$ cat src/rtl/lpm_pkg.sv
// constants, mode codes and state encoding for the low-power mode controller
// assumes one core_clk domain, synchronous active-high reset, all inputs synchronous
// Summary of operation
// - three low-power modes: sleep, stop, standby
// - sleep halts only the processor core
// - any peripheral interrupt or event wakes sleep
// - stop gates all core-domain clocks, keeps memory
// - stop disables pll and both oscillators
// - stop regulator is main or low-power
// - selected regulator normal or under-drive in stop
// - any event line wakes stop
// - standby switches regulator off, pll, oscillators off
// - standby loses core state except backup domain
// - standby exits on reset, watchdog, wakeup edge, rtc
// - standby refused when regulator is bypassed
// - regulator setting sampled when stop is entered
package lpm_pkg;
  localparam int unsigned ext_line_count = 16;
  localparam int unsigned event_line_count = ext_line_count + 4;
  localparam int unsigned clock_period_ns = 40;
  localparam int unsigned reset_pulse_ns = 20000;
  localparam int unsigned reset_pulse_cycles = (reset_pulse_ns + clock_period_ns - 1) / clock_period_ns;
  localparam int unsigned oscillator_settle_cycles = 16;
  typedef enum logic [1:0] {
    mode_sleep = 2'b00,
    mode_stop = 2'b01,
    mode_standby = 2'b10,
    mode_none = 2'b11
  } lp_mode_e;
  typedef enum logic [2:0] {
    st_run = 3'b000,
    st_sleep = 3'b001,
    st_stop = 3'b010,
    st_stop_exit = 3'b011,
    st_standby = 3'b100,
    st_reset_seq = 3'b101
  } lpm_state_e;
endpackage

$ cat src/rtl/low_power_mode_controller.sv
// low-power mode sequencer: sleep, stop and standby entry, regulator choice, wakeup routing
// assumes one 25 MHz core_clk, synchronous active-high reset and synchronous inputs
`timescale 1ns/1ps
module low_power_mode_controller #(
  parameter int unsigned reset_cycles = lpm_pkg::reset_pulse_cycles,
  parameter int unsigned settle_cycles = lpm_pkg::oscillator_settle_cycles
) (
  input wire logic core_clk,
  input wire logic reset,
  input wire logic sleep_request,
  input wire lpm_pkg::lp_mode_e mode_select,
  input wire logic stop_use_low_power_regulator,
  input wire logic stop_under_drive,
  input wire logic regulator_bypassed,
  input wire logic backup_sram_retain,
  input wire logic peripheral_wake,
  input wire logic [lpm_pkg::ext_line_count-1:0] external_event_lines,
  input wire logic supply_voltage_detector,
  input wire logic rtc_event,
  input wire logic usb_wakeup,
  input wire logic ethernet_wakeup,
  input wire logic external_reset_pin_n,
  input wire logic independent_watchdog_reset,
  input wire logic standby_wakeup_pin,
  output logic cpu_clock_enable,
  output logic peripheral_clock_enable,
  output logic core_clock_enable,
  output logic pll_enable,
  output logic internal_rc_oscillator_enable,
  output logic external_crystal_oscillator_enable,
  output logic main_regulator_enable,
  output logic low_power_regulator_enable,
  output logic regulator_under_drive,
  output logic core_domain_power,
  output logic backup_sram_power,
  output logic core_reset,
  output logic standby_refused,
  output lpm_pkg::lp_mode_e active_mode
);
  import lpm_pkg::*;

  localparam int unsigned count_width = $clog2(reset_cycles + settle_cycles + 1);

  typedef struct packed {
    lpm_state_e state;
    lp_mode_e mode;
    logic [count_width-1:0] count;
    logic cpu_clk_en;
    logic per_clk_en;
    logic core_clk_en;
    logic osc_en;
    logic main_reg_en;
    logic low_power_reg_en;
    logic under_drive;
    logic core_power;
    logic bsram_power;
    logic core_rst;
    logic refused;
  } ctrl_s;

  ctrl_s ctrl_ff;
  ctrl_s nxt_ctrl;
  logic wake_pin_rise;
  logic stop_wake;
  logic standby_exit;

  rise_detect #(
    .width(1)
  ) u_wake_pin_edge (
    .core_clk(core_clk),
    .reset(reset),
    .level_in(standby_wakeup_pin),
    .rise_pulse(wake_pin_rise)
  );

  function automatic logic [count_width-1:0] count_of(input int unsigned n);
    count_of = count_width'(n);
  endfunction

  assign stop_wake = (|external_event_lines) | supply_voltage_detector | rtc_event | usb_wakeup
    | ethernet_wakeup;
  assign standby_exit = ~external_reset_pin_n | independent_watchdog_reset | wake_pin_rise | rtc_event;

  always_comb begin
    nxt_ctrl = ctrl_ff;
    nxt_ctrl.refused = 1'b0;
    case (ctrl_ff.state)
      st_run: begin
        nxt_ctrl.mode = mode_none;
        if (sleep_request) begin
          // mode is sampled only here; later changes of mode_select are ignored
          case (mode_select)
            mode_sleep: begin
              nxt_ctrl.state = st_sleep;
              nxt_ctrl.mode = mode_sleep;
              nxt_ctrl.cpu_clk_en = 1'b0;
            end
            mode_stop: begin
              nxt_ctrl.state = st_stop;
              nxt_ctrl.mode = mode_stop;
              nxt_ctrl.cpu_clk_en = 1'b0;
              nxt_ctrl.per_clk_en = 1'b0;
              nxt_ctrl.core_clk_en = 1'b0;
              nxt_ctrl.osc_en = 1'b0;
              nxt_ctrl.main_reg_en = ~stop_use_low_power_regulator;
              nxt_ctrl.low_power_reg_en = stop_use_low_power_regulator;
              nxt_ctrl.under_drive = stop_under_drive;
            end
            mode_standby: begin
              if (regulator_bypassed) begin
                // an externally fed core cannot be powered down, so the core keeps running
                nxt_ctrl.refused = 1'b1;
              end else begin
                nxt_ctrl.state = st_standby;
                nxt_ctrl.mode = mode_standby;
                nxt_ctrl.cpu_clk_en = 1'b0;
                nxt_ctrl.per_clk_en = 1'b0;
                nxt_ctrl.core_clk_en = 1'b0;
                nxt_ctrl.osc_en = 1'b0;
                nxt_ctrl.main_reg_en = 1'b0;
                nxt_ctrl.low_power_reg_en = 1'b0;
                nxt_ctrl.core_power = 1'b0;
                nxt_ctrl.core_rst = 1'b1;
                nxt_ctrl.bsram_power = backup_sram_retain;
              end
            end
            default: begin
              nxt_ctrl.state = st_run;
            end
          endcase
        end
      end
      st_sleep: begin
        if (peripheral_wake | stop_wake) begin
          nxt_ctrl.state = st_run;
          nxt_ctrl.mode = mode_none;
          nxt_ctrl.cpu_clk_en = 1'b1;
        end
      end
      st_stop: begin
        if (stop_wake) begin
          nxt_ctrl.state = st_stop_exit;
          nxt_ctrl.osc_en = 1'b1;
          nxt_ctrl.main_reg_en = 1'b1;
          nxt_ctrl.low_power_reg_en = 1'b0;
          nxt_ctrl.under_drive = 1'b0;
          nxt_ctrl.count = count_of(settle_cycles);
        end
      end
      st_stop_exit: begin
        // clocks return only after the oscillator has had time to settle
        if (ctrl_ff.count <= count_of(1)) begin
          nxt_ctrl.state = st_run;
          nxt_ctrl.mode = mode_none;
          nxt_ctrl.cpu_clk_en = 1'b1;
          nxt_ctrl.per_clk_en = 1'b1;
          nxt_ctrl.core_clk_en = 1'b1;
          nxt_ctrl.count = '0;
        end else begin
          nxt_ctrl.count = ctrl_ff.count - count_of(1);
        end
      end
      st_standby: begin
        if (standby_exit) begin
          nxt_ctrl.state = st_reset_seq;
          nxt_ctrl.osc_en = 1'b1;
          nxt_ctrl.main_reg_en = 1'b1;
          nxt_ctrl.core_power = 1'b1;
          nxt_ctrl.bsram_power = 1'b1;
          nxt_ctrl.count = count_of(reset_cycles);
        end
      end
      st_reset_seq: begin
        // core reset held for the full pulse after power returns
        if (ctrl_ff.count <= count_of(1)) begin
          nxt_ctrl.state = st_run;
          nxt_ctrl.mode = mode_none;
          nxt_ctrl.core_rst = 1'b0;
          nxt_ctrl.cpu_clk_en = 1'b1;
          nxt_ctrl.per_clk_en = 1'b1;
          nxt_ctrl.core_clk_en = 1'b1;
          nxt_ctrl.count = '0;
        end else begin
          nxt_ctrl.count = ctrl_ff.count - count_of(1);
        end
      end
      default: begin
        nxt_ctrl.state = st_run;
      end
    endcase
  end

  always_ff @(posedge core_clk) begin
    if (reset) begin
      ctrl_ff.state <= st_run;
      ctrl_ff.mode <= mode_none;
      ctrl_ff.count <= '0;
      ctrl_ff.cpu_clk_en <= 1'b1;
      ctrl_ff.per_clk_en <= 1'b1;
      ctrl_ff.core_clk_en <= 1'b1;
      ctrl_ff.osc_en <= 1'b1;
      ctrl_ff.main_reg_en <= 1'b1;
      ctrl_ff.low_power_reg_en <= 1'b0;
      ctrl_ff.under_drive <= 1'b0;
      ctrl_ff.core_power <= 1'b1;
      ctrl_ff.bsram_power <= 1'b1;
      ctrl_ff.core_rst <= 1'b0;
      ctrl_ff.refused <= 1'b0;
    end else begin
      ctrl_ff <= nxt_ctrl;
    end
  end

  assign cpu_clock_enable = ctrl_ff.cpu_clk_en;
  assign peripheral_clock_enable = ctrl_ff.per_clk_en;
  assign core_clock_enable = ctrl_ff.core_clk_en;
  assign pll_enable = ctrl_ff.osc_en;
  assign internal_rc_oscillator_enable = ctrl_ff.osc_en;
  assign external_crystal_oscillator_enable = ctrl_ff.osc_en;
  assign main_regulator_enable = ctrl_ff.main_reg_en;
  assign low_power_regulator_enable = ctrl_ff.low_power_reg_en;
  assign regulator_under_drive = ctrl_ff.under_drive;
  assign core_domain_power = ctrl_ff.core_power;
  assign backup_sram_power = ctrl_ff.bsram_power;
  assign core_reset = ctrl_ff.core_rst;
  assign standby_refused = ctrl_ff.refused;
  assign active_mode = ctrl_ff.mode;
endmodule // low_power_mode_controller

$ cat src/rtl/rise_detect.sv
// rising-edge detector for a synchronous level
// assumes the input is already synchronous to core_clk
`timescale 1ns/1ps
module rise_detect #(
  parameter int unsigned width = 1
) (
  input wire logic core_clk,
  input wire logic reset,
  input wire logic [width-1:0] level_in,
  output logic [width-1:0] rise_pulse
);
  typedef struct packed {
    logic [width-1:0] prev;
  } edge_s;
  edge_s state_ff;
  edge_s nxt_state;

  always_comb begin
    nxt_state.prev = level_in;
  end

  assign rise_pulse = level_in & ~state_ff.prev;

  always_ff @(posedge core_clk) begin
    if (reset) begin
      // ones at reset so a level already high after reset is not taken as an edge
      state_ff <= '1;
    end else begin
      state_ff <= nxt_state;
    end
  end
endmodule // rise_detect

$ cat config.mk
export PLATFORM = sky130hd
export DESIGN_NAME = low_power_mode_controller
export DESIGN_NICKNAME = d
export VERILOG_FILES = /design/src/rtl/lpm_pkg.sv /design/src/rtl/low_power_mode_controller.sv /design/src/rtl/rise_detect.sv
export SDC_FILE = /design/constraint.sdc
export NUM_CORES = 1
export LEC_CHECK = 0
export BUFFER_PORTS_ARGS = -buffer_cell sky130_fd_sc_hd__buf_2
export CAP_MARGIN = 20
export CORE_MARGIN = 5
export CORE_UTILIZATION = 45
export CTS_CLUSTER_SIZE = 40
export DETAILED_ROUTE_END_ITERATION = 16
export GPL_TIMING_DRIVEN = 1
export PLACE_DENSITY = 0.71
export SLEW_MARGIN = 25
export SYNTH_ARGS = -nofsm -noshare
export SYNTH_HDL_FRONTEND = slang
export SYNTH_SLANG_ARGS = --single-unit
export TNS_END_PERCENT = 5
$ cat constraint.sdc
create_clock -name core_clk -period 1.65 [get_ports core_clk]
set_input_delay 0.0825 -clock core_clk [delete_from_list [all_inputs] [get_ports core_clk]]
set_output_delay 0.0825 -clock core_clk [all_outputs]
set_load 0.05 [all_outputs]
## Yosys cells after proc, flatten, opt, wreduce, memory -nomap -nowiden

Index checks and enable logic that the tools add are counted.

- Logic and storage cells: 107
- Bits of input ports: 33
- Output and inout port bits: 15
- Bits in registers: 27

- Mux-type cells: 33
- Equal/unequal tests: 19
- Magnitude comparators: 1
- Reduce and logical (&&, ||, !) cells: 23
- Bitwise logic cells: 15
- $add $sub $neg: 1

Operators by type and width:

| kind | number |
|---|---|
| $mux 10 | 3 |
| $pmux 10 s3 | 1 |
| $mux 5 | 4 |
| $reduce_and 5->1 | 4 |
| $pmux 2 s3 | 3 |
| $reduce_and 6->1 | 3 |
| $reduce_or 16->1 | 1 |
| $pmux 3 s5 | 1 |
| $mux 3 | 4 |
| $ne 2x2->1 const B | 6 |
| $pmux 2 s2 | 3 |
| $mux 11 | 1 |
| $le 10x1->1 const B | 1 |
| $pmux 5 s2 | 1 |
| $sub 10x1->10 const B | 1 |
| $pmux 3 s3 | 1 |
| $reduce_bool 3->1 | 3 |
| $mux 4 | 2 |
| $or 1x1->1 | 8 |
| $reduce_bool 2->1 | 4 |
| $eq 3x2->1 const B | 2 |
| $eq 3x3->1 const B | 2 |
| $mux 6 | 1 |
| $ne 2x1->1 const B | 3 |
| other kinds (18) | 29 |

## Depth between registers and ports, before layout

Gate-level depths: netlist of run 1.

- Depth in word-level cells: 8
- Gate-level depth with buffers: 7
- Mapped depth without buffers: 6

## Cells and area by module

A second synthesis of run 1 with hierarchy kept.

- Cell total of the unflattened synthesis: 210
- Area, all modules: 1,591.5 sq um

By module, submodules not included:

| module | cells each | area an instance (sq um) | instances | sequential area each (sq um) |
|---|---|---|---|---|
| low_power_mode_controller | 207 | 1,559.0 | 1 | 500.5 |
| rise_detect | 3 | 32.5 | 1 | 20.0 |

## Worst setup path after synthesis of run 1

Ideal clock, no wire load.

- Kind: register to register
- Start point: register, netlist name ctrl_ff[11]
- End point: register ctrl_ff, in the netlist regulator_under_drive
- Data arrival time: 1.713 ns
- Stages on the path, launching flop included: 8
- Setup slack: -0.184 ns
- Library setup time: 0.121 ns
- Path buffers: 1
- Path through: dfxtp_1 -> inv_1 -> ha_1 -> o2111a_1 -> buf_6 -> o211ai_4 -> or3_4 -> mux2_4

RTL lines:

| element | line | source |
|---|---|---|
| to (signal assigned) | low_power_mode_controller.sv:210 | `ctrl_ff <= nxt_ctrl;` |
| to (decl) | low_power_mode_controller.sv:61 | `ctrl_s ctrl_ff;` |

## Worst setup path in the final report of run 1

- Start point: register ctrl_ff[25] in the netlist's numbering
- End point: register ctrl_ff, in the netlist regulator_under_drive

- Cells in the longest elaborated chain, start to end: 3
- Elaborated cells on any way between the ends: 8
- Those cells by class: 4 x eq/ne; 1 x mux; 3 x reduce/logical

RTL lines:

| element | line | source |
|---|---|---|
| $eq 3x2->1 or $logic_not 3->1 (tied branches) | low_power_mode_controller.sv:87 | `case (ctrl_ff.state)` |
| $ne 2x2->1 (no line), or another cell as far along | - |  |
| $reduce_and 4->1 (no line) | - |  |

Parallel ways exist; a longest one is shown, timed or not.
A chain may end at the register's enable or synchronous reset.

==> results of run 1 <==
[placed cells by master, fill, tap and decap left out, types with 2 or more instances in the layout]
cell and n:
a21o_1 2, a21oi_1 17, a31o_2 2, a31oi_1 3
and3_1 2, buf_2 47, buf_4 58, clkbuf_8 3
dfxtp_1 18, dfxtp_2 6, dfxtp_4 2, ha_4 2
inv_1 9, inv_2 2, mux2i_1 3, nand2_1 15
nand2b_1 4, nand3_1 7, nand3_2 2, nand3b_1 2
nand4_1 2, nand4b_1 2, nor2_1 24, nor2b_1 4
nor3_1 8, nor3_4 2, nor3b_1 4, nor4_1 5
o211ai_1 4, o21ai_0 13, o21ai_1 3, o31ai_1 3
or3_4 2
[flip-flops by register name, indices dropped and copies added (netlist names)]
signal	cells
active_mode	2
backup_sram_power	1
core_domain_power	1
core_reset	1
cpu_clock_enable	1
ctrl_ff	13
external_crystal_oscillator_enable	1
low_power_regulator_enable	1
main_regulator_enable	1
peripheral_clock_enable	1
regulator_under_drive	1
standby_refused	1
u_wake_pin_edge.state_ff	1
[cells by family after synthesis]
logic type / after synthesis
and+or+nand+nor: 96
AOI/OAI and AO/OA: 68
buffers and inverters: 26
DFF: 26
muxes: 4
adders and majority gates: 2
xor gates and xnor gates: 1
[where the power goes]
group          total [mW]  leakage (nW)  switching, mW  internal (mW)
clock network       0.364        0.0216          0.200          0.164
registers           0.672         0.216         0.0213          0.651
logic               0.475         0.863          0.274          0.201
[cell type report]
type / instances / area share (%)
clock buffers: 3 / 1.65
inverters: 11 / 1.65
well taps: 48 / 2.40
flip-flops and latches: 26 / 21.4
multi-input cells: 171 / 45.5
repair buffers: 106 / 27.3
[layer usage]
metal | routed length, um | share of wire, % | GRT usage [%] | vias up
met1 | 2500 | 45 | 30.6 | 975
met4 | 119 | 2.2 | 5.64 | 0
met2 | 2550 | 46 | 33.2 | 65
met3 | 325 | 5.9 | 2.81 | 14
met5 | 0 | 0 | 0 | -
li1 | - | - | - | 1009
[final timing paths]
check | from | end | depth (start not counted)
worst min register to register | backup_sram_power$_SDFFE_PP1P_ | backup_sram_power$_SDFFE_PP1P_ | 1
worst max register to register | ctrl_ff[25]$_SDFFE_PP0P_ | regulator_under_drive$_SDFFE_PP0P_ | 5
worst max-delay path | ctrl_ff[25]$_SDFFE_PP0P_ | regulator_under_drive$_SDFFE_PP0P_ | 5
worst min-delay path | standby_wakeup_pin | u_wake_pin_edge.state_ff$_SDFF_PP1_ | 2
[metrics by stage]
stage,setup slack [ps],instance area (um^2),instances,util [%],total power [mW]
final,-147,2500,365,68.2,1.51
after global routing,-182,2500,365,68.2,1.58
after CTS,-52.0,2390,357,65.2,1.50
after detailed placement,-130,2300,352,62.9,1.13
after global placement,-115,2300,352,62.9,1.13
after floorplan,-99.0,1730,223,-,0.957
[timing repair]
| item | 4_1_cts | 5_1_grt |
|---|---|---|
| resized for setup | 10 | 15 |
| setup endpoints to repair | 15 | 14 |
| setup buffers | 2 | 8 |
| cloned | 0 | 0 |
| hold buffers | 0 | 0 |
| pin swaps | 4 | 12 |
==> results.yml, run 1 <==
status:
  outcome: "finished, violations left"
  violations: "negative setup slack"
routing:
  drt_iter0_drc: 168
  vias_per_cell: 5.65
  drc_errors: 0
  vias: 2063
  finalWirelength_um: 5500
  ant_nets: 0
  wl_per_cell_um: 15.1
  drtPass1Iterations: 4
logic_synthesis:
  synth_most_common_cell: "dfxtp_1"
  synthMuxAreaShare_pct: 2.64
  synthTopCellsByCount: "dfxtp_1 (26), nor2_1 (25), a21oi_1 (17), nand2_1 (16), o21ai_0 (15)"
  synth-simple-area-share_pct: 30.2
  synth_fp_nets: 258
  synthFlopType: "dfxtp_1"
  synthAdderAreaFrac_pct: 1.47
  synth_top_area_share_pct: 30.5
  yosys.area.top_type: "dfxtp_1"
  yosys.area_share.xor_xnor_pct: 0.514
  syn_avg_cell_area_um2: 7.64
  yosysWarnings: 0
  seq_area_frac_synth_pct: 30.5
  async_flop_share_pct: 0
  synth_edf_count: 0
  syn_inst: 223
  synth-compound-area-share_pct: 27.2
  synth_top_family_by_area: "simple AND/OR/NAND/NOR gates"
  ys_types: 60
  syn_area_um2: 1700
  ys_ff_latch: 26
  synth.area.top_cells: "dfxtp_1 (31%), nor2_1 (5.5%), a21oi_1 (5.0%), o21ai_0 (4.4%), nand2_1 (3.5%)"
worst_setup_path:
  crit_family: "simple AND/OR/NAND/NOR gates"
  worst_setup_path_start_kind: "flop"
  crit_slowest_cell: "or3_4"
  slowest_delay_ps: 380
  required_ps: 1820
  critPathKind: "flop to flop"
  cp_num_buf_inv: 0
  reg2reg_slack_ps: -150
  crit_path_max_fanout: 6
  crit_chain: "xnor2_1 -> or2_4 -> o211ai_4 -> or3_4 -> mux2_4"
  worstPathArrival_ps: 1960
  crit_path_end_kind: "flop"
floorplan:
  ios: 48
  fp.dieW_um: 71.5
  die_h_um: 71.5
  start_util_pct: 46.5
  dieArea_um2: 5120
  rows: 22
  core_area_um2: 3660
sta:
  hold_viol_final: 0
  slew_headroom_pct: 69.9
  clock_skew_ps: 3.11
  final.setup.tns_ps: -285
  rsz0062_at_grt: "true"
  setup_viol: 5
  post-route-period-util_pct: 109
  worst_slack_ps: -147
  slew_viol_final: 0
  holdWs_ps: 16.1
  worst_pin_slew_ps: 440
  max_clock_freq_ghz: 0.556
  finalCriticalPeriod_ps: 1800
pwr:
  ir_drop_mv: 0.350
  power.leakage_nw: 1.10
  p_per_area_nw_per_um2: 605
global_route:
  grt_max_degree: 19
  grt_pass1_wl_um: 8890
  grt_util_all_layers_pct: 21.2
  grt_overflow_total: 0
  antenna_found_initial: 0
  grt_pass1_vias: 1930
cts:
  htreeDepth: 1
  root_buffer: "clkbuf_8"
  cts_buffer_depth: 2
  clkSinkCount: 26
  numCtsBuffers: 3
  clock_latency_ps: 270
  clk_pin_slew_ps: 90
  cts_tree: "yes"
cells_and_area:
  regArea_um2: 536
  nets: 354
  multi_input_area_um2: 1140
  diodes: 0
  n_fill_cell: 303
  layout-drive-gt1-share_pct: 44.8
  area_growth_pct: 46.5
flow_run:
  cap_violations: 0
place:
  place.port_buffers: 47
  gp_routability_congestion: 0.913
  dpl.hpwl_um: 4080
min_path:
  min_path_type: "primary input to flop"
Note: power is estimated with default switching activity, not from simulation.
==> run 2, diff against run 1 <==
--- a/config.mk
+++ b/config.mk
@@ -12,6 +12,7 @@
 export CTS_CLUSTER_SIZE = 40
 export DETAILED_ROUTE_END_ITERATION = 16
 export GPL_TIMING_DRIVEN = 1
+export HOLD_SLACK_MARGIN = 0.1
 export PLACE_DENSITY = 0.71
 export SLEW_MARGIN = 25
 export SYNTH_ARGS = -nofsm -noshare
==> run 2 against run 1 <==
The flow still finishes with violations (negative setup slack). First-iteration DRC count is 14% lower. Cell count is 0.27% higher. Critical path depth stayed put. Non-clock buffer count is 1 higher. Critical path type unchanged. Highest routed layer unchanged. Largest power group unchanged. Die area stayed put. Hold slack better by 160 ps. Final area is 0.40% higher. Clock power hardly changed. Sequential power hardly changed.
==> results.yml, run 2 (synthesis gave the netlist of run 1 again) <==
sta:
  setup_viol: 5
  finalCriticalPeriod_ps: 1800
  slew_headroom_pct: 69.9
  slew_viol_final: 0
  max_clock_freq_ghz: 0.556
  rsz0062_at_grt: "true"
  post-route-period-util_pct: 109
  worst_slack_ps: -147
  hold_viol_final: 0
  clock_skew_ps: 3.06
  worst_pin_slew_ps: 440
cells_and_area:
  n_fill_cell: 303
  mostFrequentLayoutCells: "buf_4 (58), buf_2 (47), nor2_1 (24), dfxtp_1 (18), a21oi_1 (17)"
  mostFrequentLayoutCell: "buf_4"
  fin_area_um2: 2510
  largest_register: "ctrl_ff"
  stdcell_count: 366
  layout-drive-gt1-share_pct: 44.7
  diodes: 0
  nets: 355
  largest_register_ffs: 13
  area_growth_pct: 47.1
floorplan:
  fp.dieW_um: 71.5
  core_area_um2: 3660
  ios: 48
  start_util_pct: 46.5
  rows: 22
  die_h_um: 71.5
  dieArea_um2: 5120
routing:
  drt_iter0_drc: 145
  drc_errors: 0
  ant_nets: 0
  drtPass1Iterations: 4
  finalWirelength_um: 5510
  vias: 2067
  wl_per_cell_um: 15.1
  vias_per_cell: 5.65
pwr:
  power.leakage_nw: 1.10
  p_per_area_nw_per_um2: 603
  ir_drop_mv: 0.350
worst_setup_path:
  reg2reg_slack_ps: -150
  required_ps: 1820
  worstPathArrival_ps: 1960
  critPathKind: "flop to flop"
  worst_setup_path_start_kind: "flop"
  crit_path_end_kind: "flop"
  crit_path_max_fanout: 6
place:
  place.port_buffers: 47
  gp_routability_congestion: 0.913
  place_area_um2: 2300
  dp.cells: 352
  dpl.hpwl_um: 4080
min_path:
  min_path_type: "primary input to flop"
cts:
  clkSinkCount: 26
  numCtsBuffers: 3
  clk_pin_slew_ps: 90
  cts_buffer_depth: 2
  cts_tree: "yes"
  root_buffer: "clkbuf_8"
  clock_latency_ps: 270
  htreeDepth: 1
global_route:
  grt_util_all_layers_pct: 21.2
  grt_max_degree: 19
  grt_overflow_total: 0
  antenna_found_initial: 0
  grt_pass1_vias: 1930
  grt_pass1_wl_um: 8890
status:
  outcome: "finished, violations left"
  violations: "negative setup slack"
flow_run:
  cap_violations: 0
-- run 2: changes by cell type in the layout (fill, tap and decap cells not counted), sizes merged --
cell,previous run,this run
dlygate4sd3,0,1
-- run 2: critical path, stage by stage (launching register included) --
cell	delay, ps
dfxtp_2	370
xnor2_1	330
or2_4	220
o211ai_4	90
or3_4	380
mux2_4	300
-- run 2: timing repair --
| action | 4_1_cts | 5_1_grt |
|---|---|---|
| hold buffers | 1 | 0 |
| pin swaps | 4 | 12 |
| endpoints found under the setup margin | 15 | 14 |
| setup buffers | 2 | 8 |
| gates resized for setup | 10 | 15 |
| endpoints found under the hold margin | 1 | 0 |
-- run 2: path summary, 6_finish.rpt --
kind	startpoint	end	cells past startpoint
setup / recovery	ctrl_ff[25]$_SDFFE_PP0P_	regulator_under_drive$_SDFFE_PP0P_	5
hold / removal	mode_select[1]	standby_refused$_SDFF_PP0_	3
setup reg to reg	ctrl_ff[25]$_SDFFE_PP0P_	regulator_under_drive$_SDFFE_PP0P_	5
hold reg to reg	backup_sram_power$_SDFFE_PP1P_	backup_sram_power$_SDFFE_PP1P_	1
-- run 2: metal layers --
layer | part of all wire (%) | track usage [%] | up-vias
li1 | - | - | 1011
met1 | 45 | 30.6 | 975
met2 | 46 | 33.2 | 67
met3 | 6.0 | 2.81 | 14
met4 | 2.2 | 5.64 | 0
met5 | 0 | 0 | -
-- run 2: metrics by stage --
stage	hold WS [ps]	power, mW	setup WS (ps)	util (%)	TNS [ps]
3_5_place_dp	297	1.13	-130	62.9	-919
5_1_grt	204	1.59	-182	68.5	-1090
4_1_cts	165	1.50	-52.0	65.4	-81.3
2_1_floorplan	189	0.957	-99.0	-	-99.0
6_report	175	1.51	-147	68.5	-286
3_3_place_gp	289	1.13	-115	62.9	-669
-- run 2: area by class of cell --
cell class | count | area, um^2 | area share (%)
well taps | 48 | 60.1 | 2.40
flip-flops and latches | 26 | 536 | 21.4
repair buffers | 107 | 692 | 27.6
multi-input cells | 171 | 1140 | 45.4
inverters | 11 | 41.3 | 1.65
clock buffers | 3 | 41.3 | 1.65
-- run 2: where the power goes --
part	internal, mW	leakage, nW	switching (mW)
clock	0.164	0.0216	0.200
combinational	0.203	0.867	0.274
sequential	0.651	0.216	0.0215
